--- src/hdl/snrc_pkg.sv ---
package snrc_pkg;

  // ----------------------------------------------------------------
  // register numbers on the configuration port
  // ----------------------------------------------------------------
  localparam logic [7:0] REG_SWITCH_CFG = 8'h04;
  localparam logic [7:0] REG_NODE_ID = 8'h05;
  localparam logic [7:0] REG_SWITCH_CLOCK_RATIO = 8'h07;
  localparam logic [7:0] REG_REFERENCE_CLOCK_RATIO = 8'h08;
  localparam logic [7:0] REG_JTAG_IDENTITY = 8'h09;
  localparam logic [7:0] REG_USER_CODE = 8'h0a;
  localparam logic [7:0] REG_ROUTE_DIR_LOW = 8'h0c;
  localparam logic [7:0] REG_ROUTE_DIR_HIGH = 8'h0d;
  localparam logic [7:0] REG_SPARE_A = 8'h10;
  localparam logic [7:0] REG_SPARE_B = 8'h11;
  localparam logic [7:0] REG_DEBUG_EVENT_ORIGIN = 8'h1f;
  localparam logic [7:0] REG_EXT_LINK_STATE = 8'h20;
  localparam logic [7:0] REG_PROC_LINK_STATE = 8'h40;

  // ----------------------------------------------------------------
  // field positions and reset values
  // ----------------------------------------------------------------
  localparam int CFG_LOCK_BIT = 31;
  localparam int CFG_PLL_LOCK_BIT = 8;
  localparam int CFG_HDR_BIT = 0;
  localparam int DBG_RSV_BIT = 4;
  localparam int LS_TARGET_LSB = 24;
  localparam int LS_DEST_LSB = 16;
  localparam int LS_DIR_LSB = 8;
  localparam int LS_NET_LSB = 4;
  localparam int LS_JUNK_BIT = 2;
  localparam int LS_DEST_BUSY_BIT = 1;
  localparam int LS_SRC_BUSY_BIT = 0;
  localparam int UC_OTP_LSB = 18;
  localparam int JID_PART_LSB = 12;
  localparam int JID_MAKER_LSB = 1;
  localparam int JID_VERSION_LSB = 28;
  localparam logic [15:0] SWITCH_CLOCK_RATIO_RESET = 16'h0000;
  localparam logic [15:0] REFERENCE_CLOCK_RATIO_RESET = 16'h0003;
  localparam int NUM_EXT_LINK = 9;
  localparam int NUM_PROC_LINK = 8;

  // source_target_type encodings
  localparam logic [1:0] TGT_SWITCH_LINK = 2'h0;
  localparam logic [1:0] TGT_PROCESSOR_LINK = 2'h1;
  localparam logic [1:0] TGT_SWITCH_CONTROL = 2'h2;
  localparam logic [1:0] TGT_UNDEFINED = 2'h3;

endpackage

--- src/hdl/snrc_route_if.sv ---
`timescale 1ns/1ps
// carries one routing lookup between the register block and the picker
interface snrc_route_if;
  logic [15:0] dest;
  logic [15:0] local_id;
  logic [31:0] dir_lo;
  logic [31:0] dir_hi;
  logic is_local;
  logic [3:0] dir;
  modport client (output dest, output local_id, output dir_lo, output dir_hi, input is_local, input dir);
  modport picker (input dest, input local_id, input dir_lo, input dir_hi, output is_local, output dir);
endinterface

--- src/hdl/snrc_route_pick.sv ---
`timescale 1ns/1ps
module snrc_route_pick
(
  // lookup request and answer
  snrc_route_if.picker rt
);
  logic [15:0] diff;
  logic [3:0] dim;
  logic [63:0] table_all;

  // ----------------------------------------------------------------
  // most significant mismatching bit picks the dimension
  // ----------------------------------------------------------------
  assign diff = rt.dest ^ rt.local_id;
  assign table_all = {rt.dir_hi, rt.dir_lo};

  // later iterations override earlier ones, so the highest bit wins
  always_comb
  begin
    dim = 4'h0;
    for (int b = 0; b < 16; b++)
    begin
      if (diff[b])
      begin
        dim = 4'(b);
      end
    end
  end

  // nibble n of the joined tables is dimension n
  assign rt.dir = table_all[{dim, 2'b00} +: 4];
  assign rt.is_local = (diff == 16'h0000);

endmodule

--- src/hdl/snrc_top.sv ---
`timescale 1ns/1ps
// Summary of operation
// - switch clock ratio, 16 bits, reset zero
// - reference clock ratio, 16 bits, reset three
// - highest mismatching id bit selects direction
// - id bits 7..0 use low table
// - id bits 15..8 use high table
// - read-only jtag identity word, four fields
// - user code: otp high, metal id low
// - debug origin bits mark causing processor
// - link status shows source target type
// - link status shows destination link number
// - external links hold writable 4-bit direction
// - every link holds writable network number
// - junk flag while current packet discarded
// - busy flags for destination and source sides
// - external link registers from 0x20 upward
// - processor link registers 0x40 to 0x47
// - spare registers keep two writable bits
// - writable local node id, reset zero
// - lock bit blocks control register writes
module snrc_top
  import snrc_pkg::*;
#(
  parameter int NX = NUM_EXT_LINK,
  parameter int NP = NUM_PROC_LINK,
  parameter logic [3:0] JTAG_VERSION = 4'h1, // arbitrary value
  parameter logic [15:0] JTAG_PART = 16'h0001, // arbitrary value
  parameter logic [10:0] JTAG_MAKER = 11'h001, // arbitrary value
  parameter logic [17:0] METAL_ID = 18'h00001 // arbitrary value
)
(
  // clock and reset
  input wire logic clock,
  input wire logic rst_n,
  // configuration port
  input wire logic cfg_valid,
  input wire logic cfg_write,
  input wire logic [7:0] cfg_addr,
  input wire logic [31:0] cfg_wdata,
  output logic cfg_ack,
  output logic [31:0] cfg_rdata,
  // routing lookup
  input wire logic rt_valid,
  input wire logic [15:0] rt_dest,
  output logic rt_done,
  output logic rt_local,
  output logic [3:0] rt_dir,
  // identity and debug sources
  input wire logic [13:0] otp_user_code,
  input wire logic dbg_event,
  input wire logic dbg_core,
  // external link status
  input wire logic [2*NX-1:0] xl_target,
  input wire logic [8*NX-1:0] xl_dest,
  input wire logic [NX-1:0] xl_junk,
  input wire logic [NX-1:0] xl_dest_busy,
  input wire logic [NX-1:0] xl_src_busy,
  // processor link status
  input wire logic [2*NP-1:0] pl_target,
  input wire logic [8*NP-1:0] pl_dest,
  input wire logic [NP-1:0] pl_junk,
  input wire logic [NP-1:0] pl_dest_busy,
  input wire logic [NP-1:0] pl_src_busy,
  // settings towards the switch
  output logic [15:0] switch_clock_ratio,
  output logic [15:0] reference_clock_ratio,
  output logic [15:0] node_id,
  output logic pll_write_lock,
  output logic one_byte_header,
  output logic [3:0] spare_bits,
  output logic [4*NX-1:0] xl_dir,
  output logic [2*NX-1:0] xl_net,
  output logic [2*NP-1:0] pl_net
);

  typedef struct packed {
    logic lock;
    logic pll_lock;
    logic hdr1;
    logic [15:0] node_id;
    logic [15:0] sw_ratio;
    logic [15:0] ref_ratio;
    logic [31:0] dir_lo;
    logic [31:0] dir_hi;
    logic [1:0] spare_a;
    logic [1:0] spare_b;
    logic [1:0] dbg_src;
    logic dbg_rsv;
    logic [NX-1:0][3:0] xl_dir;
    logic [NX-1:0][1:0] xl_net;
    logic [NP-1:0][1:0] pl_net;
    logic ack;
    logic [31:0] rdata;
    logic rt_done;
    logic rt_local;
    logic [3:0] rt_dir;
  } snrc_state_t;

  snrc_state_t st_r;
  snrc_state_t st_nxt;
  logic [31:0] xl_word [NX];
  logic [31:0] pl_word [NP];
  logic wr_ok;
  logic rd_ok;
  snrc_route_if rt_bus ();

  // ----------------------------------------------------------------
  // route lookup
  // ----------------------------------------------------------------
  assign rt_bus.dest = rt_dest;
  assign rt_bus.local_id = st_r.node_id;
  assign rt_bus.dir_lo = st_r.dir_lo;
  assign rt_bus.dir_hi = st_r.dir_hi;

  snrc_route_pick u_pick
  (
    .rt (rt_bus.picker)
  );

  // ----------------------------------------------------------------
  // link status words, reserved bits tied to zero
  // ----------------------------------------------------------------
  for (genvar i = 0; i < NX; i++)
  begin : g_xl
    always_comb
    begin
      xl_word[i] = 32'h0000_0000;
      xl_word[i][LS_TARGET_LSB +: 2] = xl_target[2*i +: 2];
      xl_word[i][LS_DEST_LSB +: 8] = xl_dest[8*i +: 8];
      xl_word[i][LS_DIR_LSB +: 4] = st_r.xl_dir[i];
      xl_word[i][LS_NET_LSB +: 2] = st_r.xl_net[i];
      xl_word[i][LS_JUNK_BIT] = xl_junk[i];
      xl_word[i][LS_DEST_BUSY_BIT] = xl_dest_busy[i];
      xl_word[i][LS_SRC_BUSY_BIT] = xl_src_busy[i];
    end
  end

  for (genvar i = 0; i < NP; i++)
  begin : g_pl
    // same layout as external links but without a direction
    always_comb
    begin
      pl_word[i] = 32'h0000_0000;
      pl_word[i][LS_TARGET_LSB +: 2] = pl_target[2*i +: 2];
      pl_word[i][LS_DEST_LSB +: 8] = pl_dest[8*i +: 8];
      pl_word[i][LS_NET_LSB +: 2] = st_r.pl_net[i];
      pl_word[i][LS_JUNK_BIT] = pl_junk[i];
      pl_word[i][LS_DEST_BUSY_BIT] = pl_dest_busy[i];
      pl_word[i][LS_SRC_BUSY_BIT] = pl_src_busy[i];
    end
  end

  // lock is a one-way door: once set, only reset reopens the block
  assign wr_ok = cfg_valid & cfg_write & ~st_r.lock;
  assign rd_ok = cfg_valid & ~cfg_write;

  // ----------------------------------------------------------------
  // next state
  // ----------------------------------------------------------------
  always_comb
  begin
    st_nxt = st_r;
    st_nxt.ack = cfg_valid;
    st_nxt.rdata = 32'h0000_0000;
    st_nxt.rt_done = rt_valid;
    if (rt_valid)
    begin
      st_nxt.rt_local = rt_bus.is_local;
      st_nxt.rt_dir = rt_bus.is_local ? 4'h0 : rt_bus.dir;
    end

    // register writes
    if (wr_ok)
    begin
      case (cfg_addr)
        REG_SWITCH_CFG:
        begin
          st_nxt.lock = cfg_wdata[CFG_LOCK_BIT];
          st_nxt.pll_lock = cfg_wdata[CFG_PLL_LOCK_BIT];
          st_nxt.hdr1 = cfg_wdata[CFG_HDR_BIT];
        end
        REG_NODE_ID: st_nxt.node_id = cfg_wdata[15:0];
        REG_SWITCH_CLOCK_RATIO: st_nxt.sw_ratio = cfg_wdata[15:0];
        REG_REFERENCE_CLOCK_RATIO: st_nxt.ref_ratio = cfg_wdata[15:0];
        REG_ROUTE_DIR_LOW: st_nxt.dir_lo = cfg_wdata;
        REG_ROUTE_DIR_HIGH: st_nxt.dir_hi = cfg_wdata;
        REG_SPARE_A: st_nxt.spare_a = cfg_wdata[1:0];
        REG_SPARE_B: st_nxt.spare_b = cfg_wdata[1:0];
        REG_DEBUG_EVENT_ORIGIN:
        begin
          st_nxt.dbg_src = cfg_wdata[1:0];
          st_nxt.dbg_rsv = cfg_wdata[DBG_RSV_BIT];
        end
        default:
        begin
        end
      endcase
      for (int i = 0; i < NX; i++)
      begin
        if (cfg_addr == REG_EXT_LINK_STATE + 8'(i))
        begin
          st_nxt.xl_dir[i] = cfg_wdata[LS_DIR_LSB +: 4];
          st_nxt.xl_net[i] = cfg_wdata[LS_NET_LSB +: 2];
        end
      end
      for (int i = 0; i < NP; i++)
      begin
        if (cfg_addr == REG_PROC_LINK_STATE + 8'(i))
        begin
          st_nxt.pl_net[i] = cfg_wdata[LS_NET_LSB +: 2];
        end
      end
    end

    // a debug event beats a same-cycle write and names only its cause
    if (dbg_event)
    begin
      st_nxt.dbg_src = dbg_core ? 2'b10 : 2'b01;
    end

    // register reads, unmapped numbers answer zero
    if (rd_ok)
    begin
      case (cfg_addr)
        REG_SWITCH_CFG:
        begin
          st_nxt.rdata[CFG_LOCK_BIT] = st_r.lock;
          st_nxt.rdata[CFG_PLL_LOCK_BIT] = st_r.pll_lock;
          st_nxt.rdata[CFG_HDR_BIT] = st_r.hdr1;
        end
        REG_NODE_ID: st_nxt.rdata[15:0] = st_r.node_id;
        REG_SWITCH_CLOCK_RATIO: st_nxt.rdata[15:0] = st_r.sw_ratio;
        REG_REFERENCE_CLOCK_RATIO: st_nxt.rdata[15:0] = st_r.ref_ratio;
        REG_JTAG_IDENTITY: st_nxt.rdata = {JTAG_VERSION, JTAG_PART, JTAG_MAKER, 1'b1};
        REG_USER_CODE: st_nxt.rdata = {otp_user_code, METAL_ID};
        REG_ROUTE_DIR_LOW: st_nxt.rdata = st_r.dir_lo;
        REG_ROUTE_DIR_HIGH: st_nxt.rdata = st_r.dir_hi;
        REG_SPARE_A: st_nxt.rdata[1:0] = st_r.spare_a;
        REG_SPARE_B: st_nxt.rdata[1:0] = st_r.spare_b;
        REG_DEBUG_EVENT_ORIGIN:
        begin
          st_nxt.rdata[1:0] = st_r.dbg_src;
          st_nxt.rdata[DBG_RSV_BIT] = st_r.dbg_rsv;
        end
        default:
        begin
        end
      endcase
      for (int i = 0; i < NX; i++)
      begin
        if (cfg_addr == REG_EXT_LINK_STATE + 8'(i))
        begin
          st_nxt.rdata = xl_word[i];
        end
      end
      for (int i = 0; i < NP; i++)
      begin
        if (cfg_addr == REG_PROC_LINK_STATE + 8'(i))
        begin
          st_nxt.rdata = pl_word[i];
        end
      end
    end
  end

  // ----------------------------------------------------------------
  // state register
  // ----------------------------------------------------------------
  always_ff @(posedge clock)
  begin
    if (!rst_n)
    begin
      st_r <= '0;
      st_r.sw_ratio <= SWITCH_CLOCK_RATIO_RESET;
      st_r.ref_ratio <= REFERENCE_CLOCK_RATIO_RESET;
    end
    else
    begin
      st_r <= st_nxt;
    end
  end

  // outputs all straight from the state register
  assign cfg_ack = st_r.ack;
  assign cfg_rdata = st_r.rdata;
  assign rt_done = st_r.rt_done;
  assign rt_local = st_r.rt_local;
  assign rt_dir = st_r.rt_dir;
  assign switch_clock_ratio = st_r.sw_ratio;
  assign reference_clock_ratio = st_r.ref_ratio;
  assign node_id = st_r.node_id;
  assign pll_write_lock = st_r.pll_lock;
  assign one_byte_header = st_r.hdr1;
  assign spare_bits = {st_r.spare_b, st_r.spare_a};
  assign xl_dir = st_r.xl_dir;
  assign xl_net = st_r.xl_net;
  assign pl_net = st_r.pl_net;
endmodule

--- config.mk ---
export PLATFORM = sky130hd
export DESIGN_NAME = snrc_top
export DESIGN_NICKNAME = d
export VERILOG_FILES = /design/src/hdl/snrc_pkg.sv /design/src/hdl/snrc_route_if.sv /design/src/hdl/snrc_route_pick.sv /design/src/hdl/snrc_top.sv
export SDC_FILE = /design/constraint.sdc
export NUM_CORES = 1
export LEC_CHECK = 0
export BUFFER_PORTS_ARGS = -buffer_cell sky130_fd_sc_hd__buf_2
export CELL_PAD_IN_SITES_DETAIL_PLACEMENT = 2
export CELL_PAD_IN_SITES_GLOBAL_PLACEMENT = 2
export CORE_ASPECT_RATIO = 1.4
export CORE_MARGIN = 2
export CORE_UTILIZATION = 28
export CTS_CLUSTER_DIAMETER = 40
export DETAILED_ROUTE_END_ITERATION = 12
export PLACE_DENSITY_LB_ADDON = 0.1
export REMOVE_ABC_BUFFERS = 1
export SLEW_MARGIN = 30
export SYNTH_ARGS = -nofsm -noshare
export SYNTH_HDL_FRONTEND = slang
export SYNTH_SLANG_ARGS = --single-unit
--- constraint.sdc ---
create_clock -name clock -period 3 [get_ports clock]
set_clock_uncertainty 0.15 [all_clocks]
set_input_delay 0.45 -clock clock [delete_from_list [all_inputs] [get_ports clock]]
set_output_delay 0.45 -clock clock [all_outputs]
set_load 0.02 [all_outputs]
==> impl_results.md, run 1 <==
- Post-Layout Inst Area: 0.0182 sq mm
- Pint: 6.78 mW
- Final Critical Period: 2860 ps
- 1st-pass router iterations: 7
- Final ANT Viol Nets: 0
- # H-tree levels: 2
- Count leader, synth: nand2_1
- Die outline width: 191 um
- Hpwl dp: 65800 um
- Largest net degree at the start of global routing: 65
- Vias in the first global route: 17500
- WL per Instance: 28.5 um
- Number of I/O pins: 461
- Peak supply drop: 381 uV
- Run status: complete, no violations
- Hold WS: 13.5 ps
- Synth Area in Compound Gates: 26.5%
- Synth cell types: 78
- Post-synthesis xor/xnor area fraction: 1.34%
- Number of max-cap violations: 0
- Slew Limit Headroom: 51.5%
- LEAKAGE: 7.47 nW
- CTS tree: done
- Die H: 266 um
- Fmax: 350 MHz
- Post-route DRC: 0
- Reg-to-Reg End: rt_dir[3]
- Setup-failing EPs final: 0
- Initial core utilization: 28.2%
- Seq cells post-synth: 231
- Hold Fails Final Rpt: 0
- Setup_tns: 0 ps
- Dpl ws: -215 ps
- Hold Path Class: in2reg
- Sequential area share after synthesis: 33.6%
- Via count: 16100
- CTS Sinks: 231
- Critical path class: reg2reg
- Req. time, crit path: 3310 ps
- Post-synth EDFFs: 0
- Logic pwr share: 9.5%
- Switch Pwr: 2.33 mW
- Util after Layout: 37.4%
- Largest family of logic cells by synthesized area: compound AO/OA/AOI/OAI gates
- Actual slew at the worst max-slew pin: 709 ps
- Post-place instance area: 0.0167 sq mm
- Avg Inst Size Synth: 7.40 sq um
- Worst-case reg-to-reg path depth: 10
- Gpl congestion: 0.929
- Net Sw Frac: 25.5%
- Worst hold start: cfg_wdata[29]
- Ys Warns: 0
- First-pass GRT wire length: 119000 um
- Die ar.: 0.0510 sq mm
- Clk Latency, worst-skew pair: 550 ps
- Worst-path clk slew: 50 ps
- Final period util: 95.3%
- Worst setup SP type: register
- Max Slew Vio Count: 0
- CTS buffer count: 41
- Critical path fanouts, max: 8
- Via density: 5.52
- Routed Wire Length: 83300 um
- Synth cell count leaders: 404 x nand2_1, 256 x a21oi_1, 231 x dfxtp_1
- Multi-input logic area: 0.00739 sq mm
- R2r setup slk: 140 ps
- PwrDens: 499 mW/mm^2
- Synth Area in Simple Gates: 21.8%
- Post-Place Cells: 2836
- Nets@finish: 2542
- Syn Inst Count: 1859
- Crit path DAT: 3170 ps
- Filler cell count: 5846
- RR Startpoint: node_id[8]
- Async S/R FF share, synth: 0%
- Area growth syn-to-layout: 32.4%
- PortBufs: 460
- Initial antenna violation count: 13
- Layout Cells excl Fill: 2924
- Post-synthesis mux area share: 3.72%
- Clock share of power: 56.6%
- Clock Path Buffers: 3
- Synthesized area: 0.0138 sq mm
- Congestion Overflow GR: 0
- RSZ-0062 raised after global routing: false
- Post-synth top area share: 33.6%
- Hold path cells: 3
- Number of placement rows: 96
- Fraction of the mapped netlist area in adder cells: 0%
- Prevailing post-synth register cell: dfxtp_1
- Layout cells sized above 1: 32.8%
- Hold path endpoint: rt_bus.dir_hi[29]
- Core area: 0.0488 sq mm
- Seq pwr share: 33.9%
- Total power: 9.11 mW
- FF+latch area: 0.00462 sq mm
- Tot GR Track Use: 31.9%
- Ranking of synthesized cells by area: dfxtp_1 34%, nand2_1 11%, a21oi_1 9.3%
- Critical Path End Type: register
- Iteration-0 DRC Markers: 958
- Yosys top cell by area: dfxtp_1
- Root Driver: clkbuf_16
- Final worst slack: 140 ps
-- flip-flops by register name (all words and copies together), names as in the netlist --
name,flops
reference_clock_ratio,16
rt_dir,4
switch_clock_ratio,16
rt_local,1
pll_write_lock,1
st_r,4
pl_net,16
rt_bus.dir_lo,32
rt_bus.dir_hi,32
cfg_ack,1
xl_dir,36
spare_bits,4
rt_done,1
node_id,16
cfg_rdata,32
one_byte_header,1
xl_net,18
-- cell usage in the layout (no fill, tap or decap), types with 7 or more instances in the layout --
cell type	count
nand3b_1	8
o22ai_1	18
bufinv_16	8
diode_2	11
a22o_1	7
buf_2	460
nand3_1	76
o221ai_1	27
mux2i_1	41
o21ai_0	41
xor2_1	12
dfxtp_1	231
a222oi_1	17
nor3_1	13
nand2_1	404
clkinv_2	8
nor2b_1	13
a21oi_1	256
mux2_2	8
nor2_1	89
a211oi_1	15
o21ai_1	28
clkbuf_16	42
and2_1	9
buf_4	162
nand2b_1	11
buf_12	16
and3_1	9
a221oi_1	24
a22oi_1	48
inv_1	11
a31oi_1	10
o211ai_1	8
xnor2_1	9
-- worst max-delay path, cell delays in order (launching register included) --
cell and delay [ps]:
dfxtp_1 380, xnor2_1 330, buf_4 180, o21ai_0 80
a211oi_1 360, a21o_1 250, buf_4 190, buf_4 140
mux2_2 340, a32o_1 260, nor2_1 110
-- final cells by class --
type | instances | area share, %
Multi-Input combinational cell | 1317 | 40.5
Sequential cell | 231 | 25.4
Timing Repair Buffer | 640 | 21.2
Clock buffer | 50 | 6.15
Tap cell | 637 | 4.37
Clock inverter | 25 | 2.00
Inverter | 13 | 0.281
Antenna cell | 11 | 0.151
-- power groups by stage --
stage	clock [mW]	combinational, mW	sequential, mW
6_report	5.15	0.868	3.09
5_1_grt	5.35	0.918	3.09
4_1_cts	5.23	0.864	3.09
3_5_place_dp	0	0.857	3.15
3_3_place_gp	0	0.844	3.15
2_1_floorplan	0	0.251	3.16
-- metal layers --
metal	vias up	routed length (um)	track usage [%]	part of all wire [%]
met5	-	13	0	0.016
met4	2	3850	14.9	4.6
met3	160	4460	4.39	5.3
met2	594	43900	59.6	53
met1	8097	31100	35.2	37
li1	7277	-	-	-
-- cell families after synthesis --
logic type | count (synthesis)
muxes | 50
and+or+nand+nor | 679
xor gates and xnor gates | 21
AOI/OAI and AO/OA | 567
buffers and inverters | 311
DFF | 231
-- worst max path at each step --
stage	startpoint	end	slack, ps	cells past startpoint
2_1_floorplan	cfg_valid	rt_bus.dir_hi[0]	-1980	5
3_3_place_gp	cfg_addr[7]	cfg_rdata[22]	-160	9
3_5_place_dp	cfg_addr[7]	cfg_rdata[22]	-220	9
4_1_cts	node_id[8]	rt_dir[3]	150	10
5_1_grt	node_id[8]	rt_dir[3]	50	10
6_report	node_id[8]	rt_dir[3]	140	10
-- timing repair --
action / in CTS / in global routing
gates resized for setup: 0 / 1
endpoints found under the setup margin: 0 / 2
hold endpoints to repair: 2 / 0
hold buffers: 2 / 0
setup buffers: 0 / 0
(Power assumes the default switching activity.)
==> run 2: changes to the inputs <==
--- a/config.mk
+++ b/config.mk
@@ -10,7 +10,7 @@
 export CELL_PAD_IN_SITES_GLOBAL_PLACEMENT = 2
 export CORE_ASPECT_RATIO = 1.4
 export CORE_MARGIN = 2
-export CORE_UTILIZATION = 28
+export CORE_UTILIZATION = 25
 export CTS_CLUSTER_DIAMETER = 40
 export DETAILED_ROUTE_END_ITERATION = 12
 export PLACE_DENSITY_LB_ADDON = 0.1
==> run 2 against run 1 <==
Die area up 12%. First-iteration DRC count down 11%. Sequential share of layout area down 0.80 points. Hold slack better by 8.9 ps. Total power up 0.81%. Maximum frequency up 1.4%. Largest power group unchanged. Critical path depth unchanged. Setup slack better by 38 ps.
==> impl_results.md, run 2 (synthesis gave the netlist of run 1 again) <==
- Run status: complete, no violations
- Tot GR Track Use: 29.5% (-2.4 points)
- Hold WS: 22.4 ps (+8.92 ps)
- Logic pwr share: 9.9% (+0.4 points)
- Number of placement rows: 101 (+5.2%)
- Total power: 9.18 mW (+0.81%)
- Post-place instance area: 0.0171 sq mm (+2.3%)
- Worst setup SP type: register
- Final ANT Viol Nets: 0 (unchanged)
- Setup bufs post-CTS: 0 (unchanged)
- Peak supply drop: 384 uV (+0.79%)
- Hold Path Class: in2reg
- Area growth syn-to-layout: 36.8%
- Pint: 6.80 mW (+0.33%)
- Filler cell count: 6371 (+9.0%)
- Actual slew at the worst max-slew pin: 681 ps (-27.6 ps)
- Via count: 16400 (+1.7%)
- Final worst slack: 179 ps (+38.3 ps)
- Hold Fails Final Rpt: 0 (unchanged)
- Net Sw Frac: 25.9% (+0.35 points)
- Routed Wire Length: 86500 um (+3.8%)
- Cell mode on critical path: buf_4
- Gpl congestion: 0.952 (+2.6%)
- Iteration-0 DRC Markers: 852 (-11%)
- Via density: 5.37 (-2.7%)
- 1st-pass router iterations: 7 (unchanged)
- Req. time, crit path: 3340 ps (+30 ps)
- Initial antenna violation count: 11 (-2)
- Vias in the first global route: 17500 (+0.068%)
- First-pass GRT wire length: 124000 um (+3.4%)
- Crit-path leading delay family: compound AO/OA/AOI/OAI gates
- Core area: 0.0543 sq mm (+11%)
- Post-Layout Inst Area: 0.0188 sq mm (+3.3%)
- Critical path class: reg2reg
- Worst path cell trace: xor2_1 > nor2_1 > a31oi_4 > buf_4 > mux2i_1 > a211oi_1 > a311oi_1 > buf_4 > a311o_1 > o21ai_1
- Largest net degree at the start of global routing: 68 (+4.6%)
- Layout cells sized above 1: 33.3% (+0.47 points)
- Critical Path End Type: register
- Number of max-cap violations: 0 (unchanged)
- Congestion Overflow GR: 0 (unchanged)
- Max Slew Vio Count: 0 (unchanged)
- Layout Cells excl Fill: 3055 (+4.5%)
- Initial core utilization: 25.3% (-2.9 points)
- Die outline width: 202 um (+5.7%)
- Critical path fanouts, max: 5 (-3)
- PwrDens: 488 mW/mm^2 (-2.4%)
- CTS Sinks: 231 (unchanged)
- Number of I/O pins: 461 (unchanged)
- Hpwl dp: 68000 um (+3.4%)
- Setup-failing EPs final: 0 (unchanged)
- Post-Place Cells: 2946 (+3.9%)
- CP bufs+invs: 2 (-1)
- Root Driver: clkbuf_16
- Die H: 282 um (+5.7%)
- Max FFs per register: 36 (unchanged)
- Die ar.: 0.0570 sq mm (+12%)
- Fmax: 354 MHz (+1.4%)
- # H-tree levels: 2 (unchanged)
- Seq pwr share: 33.6% (-0.3 points)
- CTS tree: done
- Crit path DAT: 3160 ps (about the same)
- Nets@finish: 2587 (+1.8%)
- Clock Path Buffers: 3 (unchanged)
- Clock share of power: 56.5% (about the same)
- Most common cell after layout, fill and taps aside: buf_2
- Clk Latency, worst-skew pair: 600 ps (+50 ps)
- Worst-path clk slew: 60 ps (about the same)
- WL per Instance: 28.3 um (-0.61%)
- Commonest cells after routing, fill and taps aside: 460 x buf_2, 404 x nand2_1, 256 x a21oi_1, 231 x dfxtp_1, 180 x buf_4
- Switch Pwr: 2.38 mW (+2.2%)
- RSZ-0062 raised after global routing: false
- Dpl ws: -91.3 ps (+124 ps)
- PortBufs: 460 (unchanged)
- CTS buffer count: 43 (+4.9%)
- Crit-path slowest cell: dfxtp_1
- Util after Layout: 34.7% (-2.7 points)
- Slew Limit Headroom: 54.6% (+3.1 points)
- Post-route DRC: 0 (unchanged)
- Final Critical Period: 2820 ps (-38.3 ps)
- LEAKAGE: 7.71 nW (+3.2%)
- Final period util: 94.0% (-1.3 points)
- Max stage delay on crit path: 410 ps (+30 ps)
- Setup_tns: 0 ps (unchanged)
[run 2: repair_timing]
item	4_1_cts	5_1_grt
endpoints found under the setup margin	0	2
hold endpoints to repair	42	0
gates resized for setup	0	2
hold buffers	19	0
[run 2: worst paths after layout]
path	from	endpoint	slack [ps]	depth (start not counted)
max	node_id[6]	rt_dir[0]	180	10
max reg2reg	node_id[6]	rt_dir[0]	180	10
min reg2reg	switch_clock_ratio[8]	switch_clock_ratio[8]	330	2
min	pl_dest_busy[5]	cfg_rdata[1]	20	3
[run 2: routing by layer]
layer	up-vias	routed length (um)	GRT usage, %
met5	-	16	0
met4	2	4290	14.3
met3	186	4500	4.82
met2	585	44700	54.6
met1	8255	33000	32.8
li1	7369	-	-
[run 2: layout make-up]
| type | count | area, sq um | share of cell area (%) |
|---|---|---|---|
| clock buffers | 57 | 1210 | 6.42 |
| repair buffers | 683 | 4320 | 23.0 |
| well taps | 721 | 902 | 4.79 |
| inverters | 13 | 51.3 | 0.272 |
| clock inverters | 21 | 312 | 1.65 |
| flip-flops and latches | 231 | 4620 | 24.6 |
| diodes | 12 | 30.0 | 0.159 |
| multi-input cells | 1317 | 7380 | 39.2 |
[run 2: worst register-to-register path, cell delays in order (launching register included)]
cell and delay, ps:
dfxtp_1 410, xor2_1 400, nor2_1 150, a31oi_4 220
buf_4 200, mux2i_1 100, a211oi_1 380, a311oi_1 100
buf_4 150, a311o_1 310, o21ai_1 150
[run 2: power by group through the flow]
stage	registers (mW)	clock network (mW)	logic, mW
floorplan	3.16	0	0.251
CTS	3.09	5.28	0.910
detailed placement	3.15	0	0.884
global placement	3.15	0	0.876
finish	3.09	5.18	0.909
global route	3.09	5.42	0.963
